$ cat config.mk
export PLATFORM = sky130hd
export DESIGN_NAME = dcd_decode
export DESIGN_NICKNAME = d
export VERILOG_FILES = /design/src/hdl/dcd_pkg.sv /design/src/hdl/dcd_wd_if.sv /design/src/hdl/dcd_decode.sv /design/src/hdl/dcd_watchdog.sv
export SDC_FILE = /design/constraint.sdc
export NUM_CORES = 1
export LEC_CHECK = 0
export BUFFER_PORTS_ARGS = -buffer_cell sky130_fd_sc_hd__buf_2
export CAP_MARGIN = 40
export CORE_ASPECT_RATIO = 0.9
export CORE_MARGIN = 2
export CORE_UTILIZATION = 47
export DETAILED_ROUTE_END_ITERATION = 10
export PLACE_DENSITY_LB_ADDON = 0.15
export SETUP_SLACK_MARGIN = 0.2
export SYNTH_ARGS = -nofsm -noshare
export SYNTH_HDL_FRONTEND = slang
export SYNTH_HIERARCHICAL = 1
export SYNTH_SLANG_ARGS = --single-unit
$ cat constraint.sdc
create_clock -name clk -period 7.4 [get_ports clk]
set_input_delay 1.11 -clock clk [delete_from_list [all_inputs] [get_ports clk]]
set_output_delay 1.11 -clock clk [all_outputs]
set_load 0.05 [all_outputs]
$ cat src/hdl/dcd_pkg.sv
package dcd_pkg;

   localparam int unsigned CLK_FREQ_HZ = 125000000;

   // Word class in bits 15:13
   localparam int unsigned       CLASS_MSB     = 15;
   localparam int unsigned       CLASS_LSB     = 13;
   localparam logic [2:0]        CLASS_SOFTCMD = 3'h4;
   localparam logic [2:0]        CLASS_BOOST   = 3'h3;

   // Software command word fields
   localparam int unsigned       SC_FCE_BIT    = 12;
   localparam int unsigned       SC_CODE_MSB   = 11;
   localparam logic [11:0]       SC_CODE_RESET = 12'h555;
   localparam logic [11:0]       SC_CODE_KICK  = 12'h195;

   // Boost converter control fields; bits 12:7 are don't care
   localparam int unsigned       BC_COMP_BIT   = 6;
   localparam int unsigned       BC_PHASE_LSB  = 4;
   localparam int unsigned       BC_RATE_LSB   = 2;
   localparam int unsigned       BC_CEIL_LSB   = 0;

   // Channel control write fields
   localparam int unsigned       CH_RANGE_LSB  = 0;
   localparam int unsigned       CH_OVR_BIT    = 3;
   localparam int unsigned       NUM_CHAN      = 4;

   // Output range codes
   localparam logic [2:0] RANGE_V0_5    = 3'h0;
   localparam logic [2:0] RANGE_V0_10   = 3'h1;
   localparam logic [2:0] RANGE_VPM5    = 3'h2;
   localparam logic [2:0] RANGE_VPM10   = 3'h3;
   localparam logic [2:0] RANGE_I4_20   = 3'h4;
   localparam logic [2:0] RANGE_I0_20   = 3'h5;
   localparam logic [2:0] RANGE_I0_24   = 3'h6;
   localparam logic [2:0] RANGE_ILLEGAL = 3'h7;

   // Switching rate codes and divide ratios from the 13 MHz oscillator
   localparam int unsigned OSC_KHZ      = 13000;
   localparam logic [1:0]  RATE_250K    = 2'h0;
   localparam logic [1:0]  RATE_410K    = 2'h1;
   localparam logic [1:0]  RATE_650K    = 2'h2;
   localparam logic [5:0]  DIV_250K     = 6'(OSC_KHZ / 250);
   localparam logic [5:0]  DIV_410K     = 6'((OSC_KHZ + 205) / 410);
   localparam logic [5:0]  DIV_650K     = 6'(OSC_KHZ / 650);

   // Phase select codes; quarter offsets 0..3 = 0/90/180/270 deg
   localparam logic [1:0]  PH_SAME      = 2'h0;
   localparam logic [1:0]  PH_AB_CD     = 2'h1;
   localparam logic [1:0]  PH_AC_BD     = 2'h2;
   localparam logic [1:0]  PH_QUAD      = 2'h3;
   localparam logic [1:0]  QTR_0        = 2'h0;
   localparam logic [1:0]  QTR_180      = 2'h2;

   // Values after reset
   localparam logic [2:0]  RST_RANGE    = RANGE_V0_5;
   localparam logic        RST_OVR      = 1'b0;
   localparam logic        RST_FCE      = 1'b0;
   localparam logic        RST_COMP     = 1'b0;
   localparam logic [1:0]  RST_PHASE    = PH_SAME;
   localparam logic [1:0]  RST_RATE     = RATE_410K;
   localparam logic [1:0]  RST_CEIL     = 2'h0;
   localparam logic [5:0]  RST_DIV      = DIV_410K;

   localparam int unsigned WD_CNT_W     = 24;

   typedef struct packed {
      logic [NUM_CHAN-1:0][2:0] range;
      logic [NUM_CHAN-1:0]      ovr;
      logic                     fce;
      logic                     comp;
      logic [1:0]               phase;
      logic [1:0]               rate;
      logic [1:0]               ceil;
      logic [5:0]               div;
      logic [NUM_CHAN-1:0][1:0] quarter;
      logic                     sreset;
   } dcd_state_t;

   typedef struct packed {
      logic [WD_CNT_W-1:0] count;
      logic                fault;
   } dcd_wd_state_t;

endpackage

$ cat src/hdl/dcd_wd_if.sv
`timescale 1ns/100ps
`default_nettype none
interface dcd_wd_if;
   logic        enable;
   logic [23:0] period;
   logic        kick;
   logic        clear;
   logic        fault;

   modport ctrl  (output enable, output period, output kick,
                  output clear, input fault);
   modport timer (input enable, input period, input kick,
                  input clear, output fault);
endinterface
`default_nettype wire

$ cat src/hdl/dcd_decode.sv
`timescale 1ns/100ps
`default_nettype none
// Operation
// [RQ1] Each channel holds a 3-bit output range code, 0-5 V by default.
// [RQ2] Each channel's voltage overrange enable is cleared after reset.
// [RQ3] A word with top bits 100 is a software command with enable and code.
// [RQ4] Bit 12 of a software command sets or clears frame checking.
// [RQ5] Software command code 0x555 causes a full software reset.
// [RQ6] With the watchdog on, the host sends code 0x195 before each timeout.
// [RQ7] A missed keep-alive with the watchdog on raises the fault pin.
// [RQ8] A disabled watchdog needs no keep-alive and raises no fault.
// [RQ9] A word with top bits 011 is a boost control write; bits 12:7 ignored.
// [RQ10] Boost bits 6, 5:4, 3:2, 1:0 are comp, phase, rate and ceiling.
// [RQ11] Compensation select resets to 0, internal resistor.
// [RQ12] Phase select sets per-channel switching clock offsets.
// [RQ13] Rate select picks the divide of the 13 MHz oscillator.
// [RQ14] Ceiling select limits boost voltage, 23 V code by default.
// [RQ15] Software reset returns every field here to its reset default.
module dcd_decode
   import dcd_pkg::*;
(
   input  wire logic                     clk,          // 125 MHz clock
   input  wire logic                     rst_b,        // Async reset, low
   input  wire logic                     word_valid,   // Word strobe
   input  wire logic [15:0]              word_data,    // Decoded word
   input  wire logic                     chan_wr,      // Channel ctrl write
   input  wire logic [1:0]               chan_sel,     // Target channel
   input  wire logic                     wd_enable,    // Watchdog on
   input  wire logic [23:0]              wd_period,    // Timeout, cycles
   output logic [NUM_CHAN-1:0][2:0]      output_range_select,       // Range
   output logic [NUM_CHAN-1:0]           voltage_overrange_enable,  // Ovr
   output logic [NUM_CHAN-1:0]           range_is_current,          // mA
   output logic                          frame_check_enable,        // Check
   output logic                          converter_comp_select,     // Comp
   output logic [1:0]                    converter_phase_select,    // Phase
   output logic [NUM_CHAN-1:0][1:0]      converter_phase_quarter,   // Offs
   output logic [1:0]                    converter_switch_rate,     // Rate
   output logic [5:0]                    converter_switch_divide,   // Div
   output logic [1:0]                    converter_ceiling_voltage, // Max V
   output logic                          soft_reset_pulse,          // Reset
   output logic                          fault_alert                // Fault
);

   dcd_state_t st_reg;
   dcd_state_t st_next;
   dcd_wd_if   wd_bus ();

   logic [2:0]  word_class;
   logic [11:0] word_code;
   logic        is_softcmd;
   logic        is_boost;
   logic        is_reset;
   logic [1:0]  new_rate;
   logic [1:0]  new_phase;

   assign word_class = word_data[CLASS_MSB:CLASS_LSB];
   assign word_code  = word_data[SC_CODE_MSB:0];
   assign is_softcmd = word_valid && !chan_wr
                       && (word_class == CLASS_SOFTCMD); // [RQ3]
   assign is_boost   = word_valid && !chan_wr
                       && (word_class == CLASS_BOOST); // [RQ9]
   assign is_reset   = is_softcmd && (word_code == SC_CODE_RESET); // [RQ5]
   assign new_phase  = word_data[BC_PHASE_LSB+:2]; // [RQ10]
   assign new_rate   = word_data[BC_RATE_LSB+:2]; // [RQ10]

   always_comb begin
      st_next        = st_reg;
      st_next.sreset = 1'b0;
      if (is_reset) begin
         // Same values as power-on; the reset word's own check bit is dropped
         st_next.range   = {NUM_CHAN{RST_RANGE}}; // [RQ15]
         st_next.ovr     = {NUM_CHAN{RST_OVR}}; // [RQ15]
         st_next.fce     = RST_FCE; // [RQ15]
         st_next.comp    = RST_COMP; // [RQ15]
         st_next.phase   = RST_PHASE; // [RQ15]
         st_next.rate    = RST_RATE; // [RQ15]
         st_next.ceil    = RST_CEIL; // [RQ15]
         st_next.div     = RST_DIV; // [RQ15]
         st_next.quarter = '0; // [RQ15]
         st_next.sreset  = 1'b1; // [RQ5]
      end else if (is_softcmd) begin
         st_next.fce = word_data[SC_FCE_BIT]; // [RQ4]
      end else if (is_boost) begin
         // Bits 12:7 are never looked at
         st_next.comp  = word_data[BC_COMP_BIT]; // [RQ11]
         st_next.ceil  = word_data[BC_CEIL_LSB+:2]; // [RQ14]
         st_next.phase = new_phase; // [RQ12]
         unique case (new_phase)
            PH_SAME: begin
               st_next.quarter = '0; // [RQ12]
            end
            PH_AB_CD: begin
               st_next.quarter = {QTR_180, QTR_180, QTR_0, QTR_0}; // [RQ12]
            end
            PH_AC_BD: begin
               st_next.quarter = {QTR_180, QTR_0, QTR_180, QTR_0}; // [RQ12]
            end
            PH_QUAD: begin
               st_next.quarter = {2'h3, 2'h2, 2'h1, 2'h0}; // [RQ12]
            end
         endcase
         // Rate code 11 is unassigned; the previous rate is kept
         unique case (new_rate)
            RATE_250K: begin
               st_next.rate = new_rate; // [RQ13]
               st_next.div  = DIV_250K; // [RQ13]
            end
            RATE_410K: begin
               st_next.rate = new_rate; // [RQ13]
               st_next.div  = DIV_410K; // [RQ13]
            end
            RATE_650K: begin
               st_next.rate = new_rate; // [RQ13]
               st_next.div  = DIV_650K; // [RQ13]
            end
            default: begin
               st_next.rate = st_reg.rate;
            end
         endcase
      end else if (word_valid && chan_wr) begin
         // Code 111 has no range; the write leaves the range untouched
         if (word_data[CH_RANGE_LSB+:3] != RANGE_ILLEGAL) begin
            st_next.range[chan_sel] = word_data[CH_RANGE_LSB+:3]; // [RQ1]
         end
         st_next.ovr[chan_sel] = word_data[CH_OVR_BIT]; // [RQ2]
      end
   end

   always_ff @(posedge clk or negedge rst_b) begin
      if (!rst_b) begin
         st_reg.range   <= {NUM_CHAN{RST_RANGE}}; // [RQ1]
         st_reg.ovr     <= {NUM_CHAN{RST_OVR}}; // [RQ2]
         st_reg.fce     <= RST_FCE;
         st_reg.comp    <= RST_COMP; // [RQ11]
         st_reg.phase   <= RST_PHASE; // [RQ12]
         st_reg.rate    <= RST_RATE; // [RQ13]
         st_reg.ceil    <= RST_CEIL; // [RQ14]
         st_reg.div     <= RST_DIV;
         st_reg.quarter <= '0;
         st_reg.sreset  <= 1'b0;
      end else begin
         st_reg <= st_next;
      end
   end

   // Keep-alive is the host's duty; a kick restarts the count and clears the fault
   assign wd_bus.enable = wd_enable; // [RQ8]
   assign wd_bus.period = wd_period;
   assign wd_bus.kick   = is_softcmd
                          && (word_code == SC_CODE_KICK); // [RQ6]
   assign wd_bus.clear  = st_reg.sreset;

   dcd_watchdog u_watchdog (
      .clk   (clk),
      .rst_b (rst_b),
      .wd    (wd_bus.timer)
   );

   assign output_range_select       = st_reg.range;
   assign voltage_overrange_enable  = st_reg.ovr;
   assign frame_check_enable        = st_reg.fce;
   assign converter_comp_select     = st_reg.comp;
   assign converter_phase_select    = st_reg.phase;
   assign converter_phase_quarter   = st_reg.quarter;
   assign converter_switch_rate     = st_reg.rate;
   assign converter_switch_divide   = st_reg.div;
   assign converter_ceiling_voltage = st_reg.ceil;
   assign soft_reset_pulse          = st_reg.sreset;
   assign fault_alert               = wd_bus.fault; // [RQ7]

   generate
      for (genvar c = 0; c < NUM_CHAN; c++) begin : g_cur
         assign range_is_current[c] = st_reg.range[c][2]; // [RQ1]
      end
   endgenerate

endmodule
`default_nettype wire

$ cat src/hdl/dcd_watchdog.sv
`timescale 1ns/100ps
`default_nettype none
module dcd_watchdog
   import dcd_pkg::*;
(
   input  wire logic clk,      // System clock
   input  wire logic rst_b,    // Async reset, active low
   dcd_wd_if.timer   wd        // Control from the decoder
);

   dcd_wd_state_t st_reg;
   dcd_wd_state_t st_next;

   always_comb begin
      st_next = st_reg;
      if (!wd.enable || wd.clear) begin
         // Disabled timer never faults and needs no keep-alive
         st_next.count = '0; // [RQ8]
         st_next.fault = 1'b0; // [RQ8]
      end else if (wd.kick) begin
         st_next.count = '0;
         st_next.fault = 1'b0;
      end else if (st_reg.count >= wd.period - 24'h1) begin
         // Count holds at the limit so fault stays until a kick, a software reset or the watchdog is disabled
         st_next.fault = 1'b1; // [RQ7]
      end else begin
         st_next.count = st_reg.count + 24'h1;
      end
   end

   always_ff @(posedge clk or negedge rst_b) begin
      if (!rst_b) begin
         st_reg <= '0;
      end else begin
         st_reg <= st_next;
      end
   end

   assign wd.fault = st_reg.fault;

endmodule
`default_nettype wire

======== Word-level counts from Yosys, hierarchy flattened ========
Cells that the tools add are included.
cells by class
  muxes and demuxes ....................... 22
  $add $sub $neg .......................... 2
  order comparisons ....................... 3
  equal/unequal tests ..................... 13
  reductions and logical operators ........ 25
operator list
  kind                   count
  $mux 25                2
  $mux 16                3
  $mux 21                2
  $mux 38                1
  $pmux 8 s4             1
  $add 24x1->24 const B  1
  $ge 24x24->1           1
  $mux 24                1
  $sub 24x1->24 const B  1
  $pmux 6 s3             1
  $bwmux 12              1
  $eq 12x11->1 const B   1
  $eq 12x9->1 const B    1
  $mux 12                1
  $reduce_bool 2->1      5
  $reduce_and 3->1       3
  $logic_and 1x1->1      7
  $demux 3 s2            1
  $eq 2x2->1 const B     3
  $bwmux 4               1
  $eq 2x1->1 const B     2
  $logic_not 2->1        2
  $mux 1                 4
  $ne 2x1->1 const B     2
  other kinds (16)       17
storage, ports and cells
  bits in registers ....................... 64
  input bits .............................. 47
  word-level logic and storage cells ...... 83
  output and inout bits ................... 44

======== Depth between registers and ports, before layout ========
Gate-level depths: netlist of the first run.
  depth in word-level cells ............... 10
  gate-level depth with buffers ........... 17

======== Modules after synthesis ========
Netlist of the first run, hierarchy kept.
by module, submodules not included
  module        cells an instance  area an instance (um^2)  sequential area each (um^2)  instances
  dcd_watchdog  281                2377.3                   625.6                        1
  dcd_decode    159                1644.1                   778.2                        1

======== Least setup slack after synthesis of the first run ========
Ideal clock, no wire load.
  kind .................................... input to register
  start point ............................. in wd_period[5]
  end point ............................... reg u_watchdog/st_reg[8] in the netlist's numbering
  stages .................................. 14
  arrival time ............................ 4.313 ns
  setup time .............................. 0.077 ns
  setup slack ............................. 3.009 ns
  path through ............................ nor4_2 -> nand3_1 -> nor4_1 -> nand3_1 -> nor3_1 -> xnor2_1 -> ha_1 -> a211oi_1 -> o22ai_1 -> a31oi_1 -> nand2_1 -> clkbuf_1 -> or4_1 -> a21oi_1
on the way
  cells in the longest elaborated chain, start to end .. 3
ends and longest elaborated chain
  what                    RTL line            text
  start: declaration      dcd_decode.sv:29    input wire logic [23:0] wd_period,
  $sub 24x1->24           dcd_watchdog.sv:23  end else if (st_reg.count >= wd.period - 24'h1) begin
  $ge 24x24->1            dcd_watchdog.sv:23
  $ne 3x1->1 (no line)    -
  end signal: assignment  dcd_watchdog.sv:35  st_reg <= st_next;
  end: declaration        dcd_watchdog.sv:11  dcd_wd_state_t st_reg;
No other way between the ends.
A chain may end at the register's enable or synchronous reset.

======== Worst setup path in the final report of the first run ========
  start point ............................. in wd_period[5]
  end point ............................... reg u_watchdog/st_reg[9] in the netlist's numbering
The elaborated chain is that of the path after synthesis.

==> impl_results.md, run 1 <==
- Status: complete, no violations
- Final setup viols: 0
- Setup Skew: around 0.0035 ns
- Synth area leaders: dfrtp_1, ha_1, a21oi_1
- Remaining global-route overflow: 0
- Hold/Removal Path Class: flop to flop
- Clock transition at the registers of the reported paths: roughly 0.1 ns
- Initial core utilization: 49.1%
- Routed length per instance: 14.9 µm
- TritonCTS buffer count: 5
- Leak: around 0.0021 µW
- Postcts setup bufs: 0
- Post-synth EDFFs: 0
- Total Routed Length: 9340 µm
- Core box area: 8180 µm²
- Fill cells: 767
- Cell taking the most area after synthesis: dfrtp_1
- CTS resizes: 0
- CTS tree: built
- Area after DPL: 4450 µm²
- Critical Path Start: wd_period[5]
- Vias: 3,576
- Row count: 31
- First DRT Iteration DRCs: between 150 and 200
- Synth Warn #: 6
- Vias/cell: ~5.7
- Post-synth ARST share: 100%
- Worst vdd ir: 0.000131 V
- Global-route usage over all layers: about a fifth
- P&R area growth vs syn: 13.3%
- Slew @ Worst Pin: 0.803 ns
- FMAX: between 0.15 and 0.2 GHz
- RSZ-0062 raised after global routing: false
- Clock Sinks: 56
- Die Wd: 102 µm
- Max FFs per register: 24
- Port buffer count: 84
- Clk Latency, worst-skew pair: around 0.30 ns
- # DRC: 0
- Clock buffer depth: 2
- Tmin final: 5.26 ns
- Critical Path AT: 5.48 ns
- Initial antenna violation count: 0
- Worst reg2reg path startpoint: u_watchdog/st_reg[22]
- Final period utilization: 71.1%
- Initial DRT Pass Iterations: 4
- Gate count of the mapped netlist: 440
- Hold Buf Count CTS: 0
- Commonest non-fill, non-tap cell in the layout: buf_2
- Final Wtd Congestion: between 0.8 and 0.9
- HP Start: converter_switch_rate[0]
- Critical-path maximum fanout: 26
- Layout cells sized above 1: 21.8%
- Post-DP HPWL: around 7200 µm
- # nets final: 590
- Final Cell Area: 4550 µm²
- Synth Flop Type: dfrtp_1
- Crit Path Class: input port to flop
- Synthesis-stage register bit count: 56
- Total Die Area: 9310 µm²
- PD cells: 195 nW/µm²
- Vias in the first global route: around 3,400
- Crit-path most repeated cell: nand3_1
- Post-synth top area share: 33.6%
- CP Capture Type: flop
- Setup_tns: 0 ns
- I/O pin count: 91
- Fin. max-slew vios: 0
- Die height: 91.8 µm
- Most frequent cells in the layout: buf_2, dfrtp_1, nand2_1
- CP required: about 7.6 ns
- Startpoint types: input port
- Critical path, cell by cell: buf_2 > nor4_2 > nand3_1 > nor4_1 > nand3_1 > nor3_1 > xnor2_1 > ha_1 > a211oi_1 > o22ai_1 > a31oi_1 > nand2_1 > or4_1 > a21oi_1
- Synth cell types: 56
- Worst rel slew slack: 46.3%
- Slowest stage delay, CP: 0.67 ns
- Cell Area, Synth: 4020 µm²
- Register area share after synthesis: 34.9%
- Slowest cell on crit path: or4_1
- Max cap viols: 0
- Clock Root Buffer: clkbuf_8
- Mean post-synth cell area: 9.14 µm²
- Final Hold Fails: 0
- Largest net degree at the start of global routing: 57
- Ant diodes: 0
- H-tree levels: 2
- First-pass GRT wire length: 15,800 µm
- Antenna-violating nets left: 0
==> cell families after synthesis <==
| kind of cell | count (synthesis) | share of synthesized area (%) |
|---|---|---|
| xor gates and xnor gates | 22 | 4.79 |
| DFF | 56 | 34.9 |
| and+or+nand+nor | 179 | 25.8 |
| AOI/OAI and AO/OA | 92 | 15.8 |
| other | 1 | 0.0933 |
| muxes | 10 | 2.52 |
| adders and majority gates | 31 | 9.65 |
| buffers and inverters | 49 | 6.50 |
==> cells in the mapped netlist (2+ instances only) <==
| cell | instances |
|---|---|
| nand3b_1 | 2 |
| a211oi_2 | 4 |
| and2_1 | 6 |
| o22ai_1 | 9 |
| nor2_1 | 24 |
| o21ai_0 | 10 |
| mux2i_1 | 9 |
| nand3_1 | 20 |
| nand2b_1 | 8 |
| nand4_1 | 16 |
| a22o_1 | 2 |
| or3_1 | 7 |
| or4_1 | 19 |
| dfstp_2 | 2 |
| and3_1 | 7 |
| buf_6 | 3 |
| xnor2_1 | 14 |
| o32ai_1 | 4 |
| clkbuf_1 | 5 |
| o31ai_1 | 15 |
| buf_2 | 7 |
| nor3_1 | 12 |
| buf_4 | 12 |
| nor4_1 | 6 |
| o211ai_1 | 4 |
| ha_1 | 31 |
| and4bb_2 | 3 |
| inv_1 | 21 |
| a21oi_1 | 32 |
| a31oi_1 | 2 |
| dfrtp_1 | 54 |
| xor2_1 | 8 |
| and4bb_1 | 2 |
| o21a_1 | 2 |
| nand2_1 | 36 |
| o31a_1 | 2 |
==> final timing paths <==
kind | end | slack (ns) | depth (start not counted)
max reg2reg | u_watchdog/st_reg[9] | 4.30 | 7
max | u_watchdog/st_reg[9] | 2.14 | 14
min in group asynchronous | u_watchdog/st_reg[24] | 0.92 | 2
min | converter_switch_rate[0] | 0.51 | 2
max in group asynchronous | voltage_overrange_enable[2] | 6.00 | 2
min reg2reg | converter_switch_rate[0] | 0.51 | 2
==> worst max-delay path, delay by kind of cell <==
family | cells | cell delay (ns)
AO/OA/AOI/OAI | 4 | 0.97
XOR/XNOR | 1 | 0.15
adder cells (fa/ha/maj) | 1 | 0.26
buffers and inverters | 1 | 0.11
AND/OR/NAND/NOR | 7 | 2.88
==> per-stage QoR <==
| step | setup WS, ns | utilization, % | instances | hold slack (ns) | total power (µW) |
|---|---|---|---|---|---|
| finish | 2.14 | 55.6 | 628 | 0.506 | 888 |
| global route | 1.69 | 55.6 | 628 | 0.547 | 933 |
| CTS | 2.29 | 55.6 | 628 | 0.506 | 896 |
| detailed placement | 1.98 | 54.3 | 620 | 0.480 | 697 |
| global placement | 2.20 | 54.3 | 619 | 0.474 | 693 |
| floorplan | 3.01 | - | 445 | 0.516 | 620 |
==> layer usage <==
layer,wire (µm),part of all wire (%),GRT usage (%)
met1,4570,49,30.4
met3,325,3.5,3.05
met5,0,0,0
met2,4410,47,32.1
met4,34,0.36,3.38
==> final cells by class <==
class	count	area (µm²)	share of cell area, %
Tap cell	115	144	3.16
Clock buffer	6	72.6	1.59
Inverter	22	83.8	1.84
Clock inverter	2	35.0	0.769
Multi-Input combinational cell	340	2370	52.1
Timing Repair Buffer	87	440	9.67
Sequential cell	56	1400	30.8
==> power breakdown <==
part	switching, µW	internal (µW)	leakage, µW
clock	98.7	101	0.0000552
sequential	21.6	345	0.000726
combinational	243	79.5	0.00130
total	363	525	0.00208
Note: power is estimated with default switching activity, not from simulation.
==> run 2, diff against run 1 <==
--- a/config.mk
+++ b/config.mk
@@ -5,6 +5,7 @@
 export SDC_FILE = /design/constraint.sdc
 export NUM_CORES = 1
 export LEC_CHECK = 0
+export ABC_AREA = 1
 export BUFFER_PORTS_ARGS = -buffer_cell sky130_fd_sc_hd__buf_2
 export CAP_MARGIN = 40
 export CORE_ASPECT_RATIO = 0.9
==> constraint.sdc (replaced) <==
create_clock -name clk -period 4.8 [get_ports clk]
set_input_delay 0.72 -clock clk [delete_from_list [all_inputs] [get_ports clk]]
set_output_delay 0.72 -clock clk [all_outputs]
set_load 0.05 [all_outputs]
==> run 2 against run 1 <==
Flip-flop and latch count unchanged. Utilization down 2.1 points. Sequential share of layout area down 3.6 points. Combinational power up 24%. Total power up 38%. Register-to-register slack worse by 1.7 ns. Critical path type unchanged. Critical path depth up 3. Largest power group unchanged. Die area up 14%.
==> impl_results.md, run 2 <==
- Vias in the first global route: 4,140
- Initial core utilization: 48.1%
- Vias: 4,458
- Clk Latency, worst-skew pair: 0.31 ns
- Final Wtd Congestion: 0.935
- FMAX: 0.292 GHz
- Total Routed Length: 11,200 µm
- Largest net degree at the start of global routing: 57
- Setup_tns: 0 ns
- Final Hold Fails: 0
- Final period utilization: between 70 and 80%
- CTS tree: built
- First-pass GRT wire length: 19,400 µm
- Commonest cells in the synthesized netlist: nand2_1, nor2_1, nand3_1
- Kind of cell adding the most delay to the critical path: simple AND/OR/NAND/NOR gates
- H-tree levels: 2
- Worst rel slew slack: 45.8%
- First DRT Iteration DRCs: 392
- Startpoint types: input port
- Most frequent cells in the layout: nand2_1, nor2_1, buf_2
- Count leader, synth: nand2_1
- Setup WS pre-CTS: 1.11 ns
- I/O pin count: 91
- Initial antenna violation count: 0
- Simple-Gate Fraction of Synth Area: 42.1%
- Buf+Inv Stages, Crit Path: 2
- Register area share after synthesis: 30.4%
- Finished Layout Cells: 875
- Clock Root Buffer: clkbuf_8
- Post-DP HPWL: 8580 µm
- Crit-path most repeated cell: nand2_1
- Critical path, cell by cell: buf_2 > inv_1 > ha_1 > nand2_1 > nor4_1 > nand2_1 > xor2_1 > ha_1 > nand2_1 > nor2_2 > nand4_1 > nor2_2 > nand2_2 > nand2_4 > nand2_8 > nand2_1 > nand2_1
- Fill cells: around 970
- Global-route usage over all layers: ~22%
- Routed length per instance: roughly 13 µm
- Die Wd: 109 µm
- Largest family of logic cells by synthesized area: simple AND/OR/NAND/NOR gates
- CP required: 5.01 ns
- Vias/cell: roughly 5.1
- P&R area growth vs syn: 11.4%
- Post-synthesis mux area share: 0%
- Hold/Removal Path Class: flop to flop
- Xor/xnor share of the synthesized area: 5.68%
- Max FFs per register: 24
- Row count: 34
- Crit Path Class: input port to flop
- Postcts setup bufs: 0
- Synth Warn #: 6
- Hold Buf Count CTS: 0
- Critical-path maximum fanout: 26
- Total Die Area: 10,600 µm²
- # DRC: 0
- Cell taking the most area after synthesis: dfrtp_1
- Commonest non-fill, non-tap cell in the layout: nand2_1
- Final Worst Setup Slack: around 1.4 ns
- Post-synth EDFFs: 0
- Synth cell types: 37
- Fin. max-slew vios: 0
- Compound-gate portion of the synthesized area: 4.01%
- CP Capture Type: flop
- Clock Sinks: 56
- Final setup viols: 0
- Dpl cells: 867
- Clock buffer depth: 2
- Critical Path AT: 3.63 ns
- PD cells: 238 nW/µm²
- Post-synth top area share: 29.2%
- Cell Area, Synth: 4620 µm²
- Core box area: ~9600 µm²
- Synthesis-stage register bit count: 56
- Post-synthesis adder-cell area fraction: under 10%
- Slowest stage delay, CP: 0.47 ns
- Leak: around 0.0028 µW
- Initial DRT Pass Iterations: 5
- Clock transition at the registers of the reported paths: 0.10 ns
- Slowest cell on crit path: nor4_1
- Remaining global-route overflow: 0
- RSZ-0062 raised after global routing: false
- Port buffer count: 84
- CTS resizes: 0
- Gate count of the mapped netlist: 675
- Setup Skew: 0.00884 ns
- Post-synth ARST share: 100%
- Status: complete, no violations
- Mean post-synth cell area: between 6 and 7 µm²
- Synth area leaders: dfrtp_1, nand2_1, ha_1
- Worst vdd ir: 0.000244 V
- Die height: about 98 µm
- TritonCTS buffer count: 5
- # nets final: roughly 830
- Synth Flop Type: dfrtp_1
- Layout cells sized above 1: 17.5%
- Antenna-violating nets left: 0
- Max cap viols: 0
- Slew @ Worst Pin: 0.810 ns
- Ant diodes: 0
- Tmin final: 3.42 ns
run 2: cell count changes in the layout (fill, tap and decap cells not counted), sizes merged, moves of 10 or more:
cell | before | now
xor2 | 8 | 26
nor2 | 24 | 110
a21oi | 32 | 9
o31ai | 15 | 0
or4 | 19 | 0
nand2 | 36 | 216
nand3 | 20 | 72
inv | 21 | 66
xnor2 | 14 | 4
run 2: power by group:
part	internal (µW)	switching (µW)	leakage [µW]
clock network	132	153	0.0000515
registers	517	26.4	0.000746
logic	94.0	305	0.00199
total	743	484	0.00279
run 2: stage by stage:
step / utilization, % / cell area (µm²) / power [µW] / hold slack (ns)
after detailed placement: 52.5 / 5050 / 955 / 0.455
after global placement: 52.5 / 5050 / 949 / 0.450
after floorplan: - / 4640 / 853 / 0.424
final: 53.5 / 5150 / 1230 / 0.473
after CTS: 53.5 / 5150 / 1240 / 0.478
after global routing: 53.5 / 5150 / 1300 / 0.520
run 2: cell families after synthesis:
kind of cell / after synthesis
simple gates: 437
buf+inv: 91
flops: 56
fa+ha+maj: 31
xor+xnor: 30
compound gates: 29
other cells: 1
run 2: layout make-up:
class,count,area (µm²),share of cell area [%]
clock buffers,8,100,1.94
inverters,66,248,4.81
repair buffers,86,435,8.46
well taps,126,158,3.06
multi-input cells,533,2800,54.4
flip-flops and latches,56,1400,27.3
run 2: worst register-to-register path, cell delays in order (launching register included):
cell and delay, ns:
dfrtp_1 0.47, ha_1 0.33, nand2_1 0.06, nor2_2 0.17, nand4_1 0.13, nor2_2 0.13
nand2_2 0.13, nand2_4 0.30, nand2_8 0.18, nand2_1 0.12, nand2_1 0.06
run 2: path summary, 6_finish.rpt:
| kind | slack [ns] | from | endpoint | depth (start not counted) |
|---|---|---|---|---|
| hold / removal | 0.47 | output_range_select[6] | output_range_select[6] | 2 |
| hold reg to reg | 0.47 | output_range_select[6] | output_range_select[6] | 2 |
| setup / recovery | 1.38 | wd_period[0] | u_watchdog/st_reg[11] | 17 |
| max in group asynchronous | 3.78 | rst_b | converter_phase_quarter[7] | 2 |
| setup reg to reg | 2.60 | u_watchdog/st_reg[22] | u_watchdog/st_reg[11] | 10 |
| min in group asynchronous | 0.53 | rst_b | output_range_select[7] | 2 |
run 2: per-layer routing:
metal	up-vias	global-route usage, %	wire length [µm]
met4	0	5.92	170
li1	2286	-	-
met5	-	0	0
met2	151	33.9	4940
met3	19	3.27	618
met1	2002	33.1	5490
==> run 3, diff against run 2 <==
--- a/config.mk
+++ b/config.mk
@@ -5,7 +5,7 @@
 export SDC_FILE = /design/constraint.sdc
 export NUM_CORES = 1
 export LEC_CHECK = 0
-export ABC_AREA = 1
+export ABC_AREA = 0
 export BUFFER_PORTS_ARGS = -buffer_cell sky130_fd_sc_hd__buf_2
 export CAP_MARGIN = 40
 export CORE_ASPECT_RATIO = 0.9
==> constraint.sdc (replaced) <==
create_clock -name clk -period 2.8 [get_ports clk]
set_input_delay 0.42 -clock clk [delete_from_list [all_inputs] [get_ports clk]]
set_output_delay 0.42 -clock clk [all_outputs]
set_load 0.05 [all_outputs]
==> run 3 against run 2 <==
Total power up 92%. The run now ends with setup timing left. Die area down 13%. Via count down 11%. Sequential share of layout area down 1.3 points. First-iteration DRC count down 50%. Flip-flop and latch count unchanged. Largest power group unchanged. Clock power up 64%.
==> impl_results.md, run 3 (same netlist as run 1, synthesis figures left out) <==
- Slew @ Worst Pin: between 0.5 and 0.6 ns
- Clock Root Buffer: clkbuf_8
- Cells on Worst Hold Path: 3
- Layout cells sized above 1: about 37%
- Largest net degree at the start of global routing: 36
- Seq pwr share: around two fifths
- Remaining global-route overflow: 0
- Initial core utilization: 49.1%
- Commonest non-fill, non-tap cell in the layout: buf_2
- CP required: slightly above 3 ns
- # DRC: 0
- Buf+Inv Stages, Crit Path: 2
- WP depth: 15
- Hold/Removal Path Class: input port to flop
- Slowest cell on crit path: or4_4
- Hold WS: about 0.36 ns
- Total Routed Length: 11,000 µm
- Leak: around 0.0025 µW
- Register area: 1400 µm²
- Port buffer count: between 80 and 90
- PD cells: ~440 nW/µm²
- RSZ-0062 raised after global routing: true
- Vias in the first global route: about 3,900
- Final Wtd Congestion: ~0.85
- Routed length per instance: 16.0 µm
- TritonCTS buffer count: 5
- H-tree levels: 2
- First-pass GRT wire length: 18,600 µm
- Critical-path maximum fanout: 22
- Initial antenna violation count: 0
- Fill cells: approximately 670
- I/O pin count: 91
- Combinational group share of total power: roughly 39%
- HP Start: word_data[12]
- Vias/cell: 5.77
- Critical Path Start: wd_period[5]
- Critical Path AT: 3.57 ns
- CTS tree: built
- Max FFs per register: 24
- P_int: 1340 µW
- Vias: 3,980
- Clock power share: 19.9%
- Initial DRT Pass Iterations: 5
- Tmin final: 3.33 ns
- Crit Path Class: input port to flop
- Worst reg2reg path startpoint: u_watchdog/st_reg[1]
- Area after DPL: around 5000 µm²
- Fin. max-slew vios: 0
- Final Worst Setup Slack: -0.531 ns
- NetSw: between 1000 and 1500 µW
- CP Capture Type: flop
- Critical path, cell by cell: buf_6 > nor4_4 > nand4_1 > nand2b_4 > nand2b_4 > nor4_4 > xnor2_1 > ha_1 > nand4_1 > nor4_2 > nor4b_2 > a221o_2 > buf_12 > or4_4 > a21oi_1
- Clk Latency, worst-skew pair: around 0.32 ns
- Multi-input gate area: 2620 µm²
- Clock buffer depth: 2
- Final setup viols: 25
- Die height: between 90 and 100 µm
- Design Power: 2350 µW
- P&R area growth vs syn: 34.4%
- Setup Skew: between 0.008 and 0.009 ns
- Slowest stage delay, CP: around 0.5 ns
- # nets final: 652
- Max cap viols: 0
- Row count: 31
- R2R cell count: 9
- Most frequent cells in the layout: buf_2, dfrtp_1, buf_4
- Core box area: roughly 8200 µm²
- Antenna-violating nets left: 0
- Worst rel slew slack: 61.1%
- Ant diodes: 0
- Startpoint types: input port
- Final period utilization: 119%
- Worst vdd ir: 0.000316 V
- Clock transition at the registers of the reported paths: 0.10 ns
- Final Hold Fails: 0
- Kind of cell adding the most delay to the critical path: simple AND/OR/NAND/NOR gates
- Clock Sinks: between 50 and 60
- Final Cell Area: between 5000 and 6000 µm²
- Net Sw Frac: 43.1%
- Post-DP HPWL: 8000 µm
- Failing checks: setup timing
- FMAX: 0.300 GHz
- Total Die Area: 9310 µm²
- First DRT Iteration DRCs: between 150 and 200
- Status: complete, but fails checks
- Global-route usage over all layers: 24.6%
- Die Wd: 102 µm
[run 3: changes by cell type in the layout (fill, tap and decap cells not counted), sizes merged, moves of 19 or more]
cell	change
nand2	-180
nor2	-86
buf	+61
nand3	-52
inv	-45
a21oi	+23
or4	+19
[run 3: through the flow]
stage	instances	setup TNS, ns	util (%)	setup slack [ns]
after detailed placement	672	-20.10	60.8	-0.897
after floorplan	445	-12.45	-	-0.599
after global placement	671	-17.87	60.6	-0.784
after CTS	690	-11.75	65.1	-0.528
final	690	-11.81	66.0	-0.531
after global routing	690	-16.31	66.0	-0.692
[run 3: layout make-up]
type	instances	area share, %
timing repair buffer	149	19.7
clock buffer	5	1.27
inverter	22	1.55
clock inverter	3	0.440
tap	115	2.66
sequential	56	26.0
multi-input combinational	340	48.4
[run 3: worst paths after layout]
check / slack (ns) / end
setup / recovery: -0.53 / u_watchdog/st_reg[9]
hold / removal: 0.36 / frame_check_enable
setup reg to reg: 0.14 / u_watchdog/st_reg[9]
hold reg to reg: 0.50 / converter_switch_rate[0]
max in group asynchronous: 1.72 / converter_switch_divide[5]
min in group asynchronous: 0.42 / u_watchdog/st_reg[24]
[run 3: timing repair]
action	CTS	global route
endpoints found under the setup margin	25	25
gates cloned	4	0
resized for setup	25	18
endpoints found under the hold margin	1	0
buffers inserted	5	0
pin swaps	3	0
hold buffers	1	0
[run 3: tightest hold or removal path, stage by stage]
cell and delay, ns:
buf_2 0.08, mux2i_1 0.06, nor2_1 0.08
[run 3: power groups by stage]
stage | sequential [µW] | clock, µW | combinational, µW
after floorplan | 1330 | 0 | 314
after global placement | 984 | 0 | 897
after detailed placement | 985 | 0 | 913
after CTS | 970 | 479 | 919
after global routing | 984 | 512 | 976
final | 970 | 468 | 914
[run 3: per-layer routing]
metal | vias up | global-route usage (%) | share of wire [%]
met1 | 1954 | 35.0 | 46
met2 | 114 | 39.9 | 48
met3 | 8 | 3.51 | 5.3
li1 | 1904 | - | -
met5 | - | 0 | 0
met4 | 0 | 5.18 | 0.63
